===== config.mk =====
export PLATFORM = sky130hd
export DESIGN_NAME = mode0_rail_config_regs
export DESIGN_NICKNAME = d
export VERILOG_FILES = /design/src/rtl/mode0_rail_pkg.sv /design/src/rtl/onpin_mode_ctrl.sv /design/src/rtl/mode0_rail_config_regs.sv
export VERILOG_INCLUDE_DIRS = /design/src /design/src/rtl
export SDC_FILE = /design/constraint.sdc
export NUM_CORES = 1
export LEC_CHECK = 0
export ABC_AREA = 1
export BUFFER_PORTS_ARGS = -buffer_cell sky130_fd_sc_hd__buf_2
export CAP_MARGIN = 20
export CORE_MARGIN = 3
export CORE_UTILIZATION = 55
export DETAILED_ROUTE_END_ITERATION = 12
export PLACE_DENSITY = 0.8
export SKIP_LAST_GASP = 1
export SLEW_MARGIN = 20
export SYNTH_ARGS = -nofsm -noshare
export SYNTH_HDL_FRONTEND = slang
export SYNTH_SLANG_ARGS = --single-unit

===== constraint.sdc =====
create_clock -name ref_clk -period 4.95 [get_ports ref_clk]
set_input_delay 0 -clock ref_clk [delete_from_list [all_inputs] [get_ports ref_clk]]
set_output_delay 0 -clock ref_clk [all_outputs]
set_load 0.05 [all_outputs]

===== src/rtl/mode0_rail_cfg.svh =====
`ifndef MODE0_RAIL_CFG_SVH
`define MODE0_RAIL_CFG_SVH

// Register offsets
`define ADDR_SYSBUCK_ONPIN   8'h23
`define ADDR_LDO_ENABLE     8'h24

// Field positions, register 23h
`define POS_RSVD            7
`define POS_ONPIN_CFG       6
`define POS_SYSBUCK_OFFSET  5
`define POS_SYSBUCK_CODE_HI 4
`define POS_SYSBUCK_CODE_LO 0

// Field positions, register 24h
`define POS_AON_CODE_HI     7
`define POS_AON_CODE_LO     4
`define POS_COREBUCK_EN     3
`define POS_SYSBUCK_EN      2
`define POS_AON_EN          1
`define POS_SYS_LDO_EN      0

// Reset values
`define RST_RSVD            1'h0
`define RST_ONPIN_CFG       1'h0
`define RST_SYSBUCK_OFFSET  1'h0
`define RST_SYSBUCK_CODE    5'h0C
`define RST_AON_CODE        4'h4
`define RST_ENABLES         4'hF

// Code ranges and voltage steps in millivolts
`define SYSBUCK_CODE_MAX    5'h18
`define AON_CODE_MAX        4'h8
`define SYSBUCK_BASE_MV     12'h5DC
`define SYSBUCK_OFFSET_MV   12'h4B0
`define AON_BASE_MV         12'h6A4
`define STEP_MV             12'h019

`endif


===== src/rtl/mode0_rail_pkg.sv =====
package mode0_rail_pkg;

	// Operating mode settings
	typedef enum logic [1:0] {
		MODE_0 = 2'h0,
		MODE_1 = 2'h1,
		MODE_2 = 2'h2,
		MODE_3 = 2'h3
	} mode_type;

	// Source of mode requests
	typedef enum logic {
		SRC_REGISTER = 1'h0,
		SRC_PINS     = 1'h1
	} mode_source_type;

endpackage


===== src/rtl/onpin_mode_ctrl.sv =====
`timescale 1ns/1ps
`default_nettype none
`include "mode0_rail_cfg.svh"

module onpin_mode_ctrl
	import mode0_rail_pkg::*;
(
	input  wire logic       ref_clk,
	input  wire logic       rst,
	input  wire logic       mode_source_pin_sel_m0,
	input  wire logic       mode_select_pin_a,
	input  wire logic       mode_select_pin_b,
	input  wire logic [1:0] reg_mode_bits,
	input  wire logic       onpin_fall,
	input  wire logic       onpin_cfg,
	output mode_type        active_mode
);

	logic [2:0] sync_a;
	logic [2:0] sync_b;
	logic [1:0] pin_mode;
	logic [1:0] last_request;

	// Pin synchronisers, three stages each
	always_ff @(posedge ref_clk or posedge rst) begin
		if (rst) begin
			sync_a <= 3'h0;
			sync_b <= 3'h0;
		end else begin
			sync_a <= {sync_a[1:0], mode_select_pin_a};
			sync_b <= {sync_b[1:0], mode_select_pin_b};
		end
	end

	// Pin change taken once stages two and three agree
	always_ff @(posedge ref_clk or posedge rst) begin
		if (rst) begin
			pin_mode <= 2'h0;
		end else begin
			if (sync_a[1] == sync_a[2]) begin
				pin_mode[0] <= sync_a[2];
			end
			if (sync_b[1] == sync_b[2]) begin
				pin_mode[1] <= sync_b[2];
			end
		end
	end

	mode_source_type source;
	logic [1:0]      request;
	logic            request_changed;
	logic            return_to_m0;
	mode_type        next_active_mode;

	assign source = mode_source_type'(mode_source_pin_sel_m0);
	assign request_changed = (request != last_request);
	// falling edge returns to mode 0
	// config set keeps current mode
	assign return_to_m0 = onpin_fall && (onpin_cfg == 1'h0);

	// only one source is heard
	always_comb begin
		unique case (source)
			SRC_PINS:     request = pin_mode;
			SRC_REGISTER: request = reg_mode_bits;
		endcase
	end

	// On-pin return outranks a new request
	assign next_active_mode = return_to_m0    ? MODE_0 :
	                          request_changed ? mode_type'(request) :
	                          active_mode;

	// Mode state and last seen request
	always_ff @(posedge ref_clk or posedge rst) begin
		if (rst) begin
			active_mode  <= MODE_0;
			last_request <= 2'h0;
		end else begin
			active_mode  <= next_active_mode;
			last_request <= request;
		end
	end

endmodule

`default_nettype wire


===== src/rtl/mode0_rail_config_regs.sv =====
// What this block does
// With the on-pin return select clear, a valid on-pin falling edge switches to mode 0.
// With the on-pin return select set, an on-pin falling edge leaves the mode unchanged.
// The system-buck offset bit adds 0 V when clear and 1.2 V when set, reset 0.
// System-buck code 0..24 gives 1.500 V to 2.100 V in 25 mV steps, above 24 stays 2.1 V.
// The system-buck code resets to 01100, that is 1.8 V.
// Always-on LDO code 0..8 gives 1.700 V to 1.900 V in 25 mV steps, above 8 stays 1.9 V.
// The always-on LDO code resets to 0100, that is 1.8 V.
// Bit 3 of 24h enables the core buck in mode 0, reset 1.
// Bit 2 of 24h enables the system buck in mode 0, reset 1.
// Bit 1 of 24h enables the always-on LDO in mode 0, reset 1.
// Bit 0 of 24h enables the system LDO in mode 0, reset 1.
// The four enable defaults come from per-device nonvolatile trim bits.
// Registers 23h and 24h are fully read/write, with bit 7 of 23h reserved, reset 0.
// A selection bit picks either the mode pins or the register mode bits as mode source.
// While mode 0 is active the rail controls follow the mode-0 fields.
// The on-pin falling-edge input is an already qualified one-cycle pulse.
`timescale 1ns/1ps
`default_nettype none
`include "mode0_rail_cfg.svh"

module mode0_rail_config_regs
	import mode0_rail_pkg::*;
(
	input  wire logic        ref_clk,
	input  wire logic        rst,
	input  wire logic [7:0]  reg_addr,
	input  wire logic [7:0]  reg_wdata,
	input  wire logic        reg_wr,
	input  wire logic        reg_rd,
	output logic      [7:0]  reg_rdata,
	input  wire logic [3:0]  rewritable_nv_trim,
	input  wire logic        mode_source_pin_sel_m0,
	input  wire logic        mode_select_pin_a,
	input  wire logic        mode_select_pin_b,
	input  wire logic [1:0]  reg_mode_bits,
	input  wire logic        onpin_fall,
	output mode_type         active_mode,
	output logic             mode0_active,
	output logic             corebuck_enable,
	output logic             sysbuck_enable,
	output logic             aon_ldo_enable,
	output logic             sys_ldo_enable,
	output logic [4:0]       sysbuck_code,
	output logic             sysbuck_offset,
	output logic [3:0]       aon_ldo_code,
	output logic [11:0]      sysbuck_mv,
	output logic [11:0]      aon_ldo_mv
);

	// Clamp a code to its top step
	function automatic logic [4:0] clamp_code(input logic [4:0] code,
	                                          input logic [4:0] top);
		clamp_code = (code > top) ? top : code;
	endfunction

	// Stored fields of 23h
	logic       rsvd_bit;
	logic       onpin_cfg;
	logic       sysbuck_offset_m0;
	logic [4:0] sysbuck_code_m0;

	// Stored fields of 24h
	logic [3:0] aon_ldo_code_m0;
	logic       corebuck_enable_m0;
	logic       sysbuck_enable_m0;
	logic       aon_ldo_enable_m0;
	logic       sys_ldo_enable_m0;

	// Trim load happens once, right after reset release
	logic       trim_pending;

	// Address decode
	logic       hit_sysbuck;
	logic       hit_ldo;
	logic       wr_sysbuck;
	logic       wr_ldo;
	assign hit_sysbuck = (reg_addr == `ADDR_SYSBUCK_ONPIN);
	assign hit_ldo     = (reg_addr == `ADDR_LDO_ENABLE);
	assign wr_sysbuck  = reg_wr && hit_sysbuck;
	assign wr_ldo      = reg_wr && hit_ldo;

	// Read images of both registers
	logic [7:0] image_sysbuck;
	logic [7:0] image_ldo;
	logic [7:0] next_rdata;
	assign image_sysbuck = {rsvd_bit, onpin_cfg, sysbuck_offset_m0, sysbuck_code_m0};
	assign image_ldo     = {aon_ldo_code_m0, corebuck_enable_m0, sysbuck_enable_m0,
	                        aon_ldo_enable_m0, sys_ldo_enable_m0};
	// both registers read back, others read zero
	assign next_rdata = hit_sysbuck ? image_sysbuck :
	                    hit_ldo     ? image_ldo     :
	                    8'h00;

	// Register 23h storage
	always_ff @(posedge ref_clk or posedge rst) begin
		if (rst) begin
			rsvd_bit          <= `RST_RSVD;
			onpin_cfg         <= `RST_ONPIN_CFG;
			sysbuck_offset_m0 <= `RST_SYSBUCK_OFFSET;
			// default code 1.8 V
			sysbuck_code_m0   <= `RST_SYSBUCK_CODE;
		// full write including reserved bit
		end else if (wr_sysbuck) begin
			rsvd_bit          <= reg_wdata[`POS_RSVD];
			onpin_cfg         <= reg_wdata[`POS_ONPIN_CFG];
			sysbuck_offset_m0 <= reg_wdata[`POS_SYSBUCK_OFFSET];
			sysbuck_code_m0   <= reg_wdata[`POS_SYSBUCK_CODE_HI:`POS_SYSBUCK_CODE_LO];
		end
	end

	// Register 24h voltage code
	always_ff @(posedge ref_clk or posedge rst) begin
		if (rst) begin
			// default code 1.8 V
			aon_ldo_code_m0 <= `RST_AON_CODE;
		end else if (wr_ldo) begin
			aon_ldo_code_m0 <= reg_wdata[`POS_AON_CODE_HI:`POS_AON_CODE_LO];
		end
	end

	// Enable defaults before trim is loaded
	logic [3:0] enable_vector;
	logic [3:0] next_enable_vector;
	// trim replaces defaults after release
	// core buck enable bit
	// system buck enable bit
	// always-on LDO enable bit
	// system LDO enable bit
	assign next_enable_vector = wr_ldo       ? reg_wdata[`POS_COREBUCK_EN:`POS_SYS_LDO_EN] :
	                            trim_pending ? rewritable_nv_trim :
	                            enable_vector;

	always_ff @(posedge ref_clk or posedge rst) begin
		if (rst) begin
			enable_vector <= `RST_ENABLES;
			trim_pending  <= 1'h1;
		end else begin
			enable_vector <= next_enable_vector;
			trim_pending  <= 1'h0;
		end
	end

	assign corebuck_enable_m0 = enable_vector[`POS_COREBUCK_EN];
	assign sysbuck_enable_m0  = enable_vector[`POS_SYSBUCK_EN];
	assign aon_ldo_enable_m0  = enable_vector[`POS_AON_EN];
	assign sys_ldo_enable_m0  = enable_vector[`POS_SYS_LDO_EN];

	// Read data register
	always_ff @(posedge ref_clk or posedge rst) begin
		if (rst) begin
			reg_rdata <= 8'h00;
		end else if (reg_rd) begin
			reg_rdata <= next_rdata;
		end
	end

	// Mode tracking and on-pin return
	mode_type mode_now;
	// pulse used as is, no filtering here
	onpin_mode_ctrl u_mode_ctrl (
		.ref_clk                (ref_clk),
		.rst                    (rst),
		.mode_source_pin_sel_m0 (mode_source_pin_sel_m0),
		.mode_select_pin_a      (mode_select_pin_a),
		.mode_select_pin_b      (mode_select_pin_b),
		.reg_mode_bits          (reg_mode_bits),
		.onpin_fall             (onpin_fall),
		.onpin_cfg              (onpin_cfg),
		.active_mode            (mode_now)
	);
	assign active_mode = mode_now;

	// Effective voltages in millivolts
	logic [4:0]  sys_step;
	logic [4:0]  aon_step;
	logic [11:0] next_sysbuck_mv;
	logic [11:0] next_aon_mv;
	// system-buck codes above 24 clamp
	assign sys_step = clamp_code(sysbuck_code_m0, `SYSBUCK_CODE_MAX);
	// LDO codes above 8 clamp
	assign aon_step = clamp_code({1'h0, aon_ldo_code_m0}, {1'h0, `AON_CODE_MAX});
	// offset adds 1.2 V when set
	assign next_sysbuck_mv = `SYSBUCK_BASE_MV + 12'(sys_step * `STEP_MV) +
	                         (sysbuck_offset_m0 ? `SYSBUCK_OFFSET_MV : 12'h000);
	assign next_aon_mv = `AON_BASE_MV + 12'(aon_step * `STEP_MV);

	logic in_mode0;
	assign in_mode0 = (mode_now == MODE_0);

	// rail controls follow mode 0 only
	always_ff @(posedge ref_clk or posedge rst) begin
		if (rst) begin
			mode0_active    <= 1'h0;
			corebuck_enable <= 1'h0;
			sysbuck_enable  <= 1'h0;
			aon_ldo_enable  <= 1'h0;
			sys_ldo_enable  <= 1'h0;
			sysbuck_code    <= 5'h00;
			sysbuck_offset  <= 1'h0;
			aon_ldo_code    <= 4'h0;
			sysbuck_mv      <= 12'h000;
			aon_ldo_mv      <= 12'h000;
		end else if (in_mode0) begin
			mode0_active    <= 1'h1;
			corebuck_enable <= corebuck_enable_m0;
			sysbuck_enable  <= sysbuck_enable_m0;
			aon_ldo_enable  <= aon_ldo_enable_m0;
			sys_ldo_enable  <= sys_ldo_enable_m0;
			sysbuck_code    <= sysbuck_code_m0;
			sysbuck_offset  <= sysbuck_offset_m0;
			aon_ldo_code    <= aon_ldo_code_m0;
			sysbuck_mv      <= next_sysbuck_mv;
			aon_ldo_mv      <= next_aon_mv;
		end else begin
			mode0_active    <= 1'h0;
		end
	end

endmodule

`default_nettype wire


==> metrics.txt <==
status finished clean; worst min-delay path category in2reg; sequential-to-total area share from yosys stat 48.4%; Worst VDD drop 0.146 mV; kind of critical path reg2reg; Pre-antenna DRT Iters 4; DRT iter0 DRCs 221; Critical R2R Launch sysbuck_code_m0[3]; overall routing resource usage 22.7%; Crit. Startpoint sysbuck_code_m0[3]; Clk pin slew, worst setup/hold paths 80 ps; Core Region 6870 um2; Die Width 90.7 um; clock buffer depth 2; max cap viols 0; initial antenna violation count 0; Synth cell types 32; Final TNS setup 0 ps; TritonCTS Buffers 9; Die Span Y 90.7 um; syn avg cell area 8.74 um2; Post-Syn Area 3950 um2; RSZ-0062 raised after global routing false; area leader, netlist dfrtp_1; CP Buf/Inv Count 6; crit path launch type flop; dpl hpwl 6170 um; clock latency on the worst-skew pair 360 ps; Ys Warns 0; gr ovfl total 0; n_diodes 0; Slowest-stage cell, CP dfstp_2; synth-to-layout area growth 21.2%; most used flip-flop cell after synthesis dfrtp_1; Critical Path Max Stage Delay 630 ps; Synth top area share 43.1%; Synth area leaders dfrtp_1 43%, nand2_1 14%, ha_1 9.8%; Slew headroom 37.1%; drt drc 0; num ports 79; WP data arrival 4180 ps; total power 1.63 mW; Max Fanout on Critical Path 7; root buf cell clkbuf_8; Req. time, crit path 5200 ps; Crit path max-delay family adder cells; number of global-route vias before repair 3,188; fmax 254 MHz; asr flop ratio synth 100%; Post-synth EDFFs 0; leakage power 2.60 nW; largest net degree at the start of global routing 77; area of the multi-input gates 1720 um2; layout cells sized above 1 23.4%; number of hold violations in the final report 0; most frequent cells after synthesis 146 x nand2_1, 68 x dfrtp_1, 60 x inv_1; Final ANT Viol Nets 0; Clock Sinks 76; vias per inst 5.01; Tmin final 3940 ps; routed wire length 8650 um; Initial Utilization 57.5%; wire per inst 13.3 um; post-cts sizing count 0; via count 3,261; Seq. cell area 1910 um2; critical-path cell list inv_2 -> nor2_1 -> nand3_1 -> nand2_2 -> inv_2 -> nor2_1 -> ha_1 -> inv_1 -> fa_1 -> inv_1 -> ha_1 -> ha_1 -> ha_1 -> inv_1 -> fa_1 -> inv_1 -> nand2_1 -> nand2_1 -> nand3_1 -> nand2_1 -> nand2_1 -> nand3_1 -> nand2_1; Core Rows 30; Max Slew Vio Count 0; fillers 540; GP Congestion 0.859; Worst Setup End Kind flop; Least-Margin Pin Slew 943 ps; IO buf count 78; FF+latch count, synth 76; most used cell, CP nand2_1; clock skew 11.3 ps; synthesized net count 519; H-tree Lvls 3; TritonCTS clock tree done; Nets 617; Final setup viols 0; power per standard cell area 341 nW/um2; die area 8230 um2; first-pass GRT wire length 14,900 um; cell count after synthesis 452; Tcrit/Tclk final 79.5%; most common cell in the synthesized netlist nand2_1; hold path start onpin_fall
==> layout make-up <==
type                            instances  area share (%)
Tap cell                               96            2.51
Inverter                               66            5.18
Multi-Input combinational cell        297            35.9
Sequential cell                        76            39.9
Clock inverter                          7            1.18
Timing Repair Buffer                  100            12.7
Clock buffer                            9            2.59
==> metrics by stage <==
| step | instance area (um2) | worst slack (ps) | hold slack [ps] | std cells | util [%] |
|---|---|---|---|---|---|
| 2_1_floorplan | 3950 | 1320 | 31.4 | 452 | - |
| 3_3_place_gp | 4400 | 1180 | 109 | 614 | 64.0 |
| 3_5_place_dp | 4400 | 1060 | 109 | 614 | 64.0 |
| 4_1_cts | 4780 | 1030 | 22.4 | 650 | 69.5 |
| 5_1_grt | 4790 | 710 | 53.1 | 651 | 69.7 |
| 6_report | 4790 | 1010 | 36.1 | 651 | 69.7 |
==> sequential cells by signal, indices dropped and copies added (netlist names), 3 cells and up <==
register            flops
aon_ldo_code            4
enable_vector           4
u_mode_ctrl.sync_b      3
u_mode_ctrl.sync_a      3
reg_rdata               8
aon_ldo_mv             12
aon_ldo_code_m0         4
sysbuck_mv             12
sysbuck_code_m0         5
sysbuck_code            5
==> tightest hold or removal path, delay by kind of cell <==
kind / cells / cell delay [ps]
AND/OR/NAND/NOR: 4 / 190
buffers and inverters: 2 / 150
==> path summary, 6_finish.rpt <==
check	to	slack [ps]	depth (start not counted)
max in group asynchronous	aon_ldo_code_m0[0]	3850	4
hold reg to reg	u_mode_ctrl.sync_a[1]	360	0
hold / removal	u_mode_ctrl.active_mode[0]	40	6
setup reg to reg	sysbuck_mv[11]	1010	23
min in group asynchronous	u_mode_ctrl.last_request[0]	470	4
setup / recovery	sysbuck_mv[11]	1010	23
==> metal layers <==
metal	routed length [um]	track usage (%)	share of wire, %
met3	478	4.50	5.5
met4	173	10.3	2.0
met5	0	0	0
met2	4110	36.4	47
met1	3890	29.9	45
==> cells in the final DEF, fill, tap and decap left out, types with 2 or more instances in the layout <==
cell | netlist | routed
dlygate4sd3_1 | 0 | 20
dfstp_2 | 8 | 8
buf_2 | 3 | 78
nor2_1 | 15 | 15
inv_1 | 60 | 59
or2_2 | 2 | 2
nand3_1 | 32 | 32
nand2_2 | 4 | 4
o21ai_2 | 8 | 8
o21ai_1 | 32 | 32
fa_1 | 6 | 6
dfrtp_1 | 68 | 68
nor2_4 | 2 | 2
clkbuf_8 | 0 | 9
a21oi_1 | 5 | 5
nand3_4 | 2 | 2
nand2_1 | 146 | 146
inv_2 | 5 | 6
maj3_1 | 2 | 2
inv_6 | 0 | 4
ha_1 | 31 | 31
==> logic make-up (layout without fill, tap and decap cells) <==
logic type,after synthesis,count (layout),share of synthesized area [%]
and+or+nand+nor,207,207,22.7
buffers and inverters,79,182,8.08
DFF,76,76,48.4
AOI/OAI and AO/OA,48,48,6.94
adders and majority gates,39,39,13.4
xor gates and xnor gates,2,2,0.444
other,1,1,0.0950
==> timing repair <==
item / CTS / global route
buffers inserted: 0 / 0
endpoints found under the hold margin: 96 / 0
endpoints found under the setup margin: 0 / 0
hold buffers: 20 / 0
==> power breakdown <==
part / switching, mW / leakage [nW] / internal [mW] / total (mW)
Combinational: 0.341 / 1.56 / 0.126 / 0.466
Clock: 0.250 / 0.0910 / 0.189 / 0.439
Sequential: 0.0398 / 0.946 / 0.685 / 0.725
Total: 0.631 / 2.60 / 1.00 / 1.63
Power figures use the tool's default switching activity.
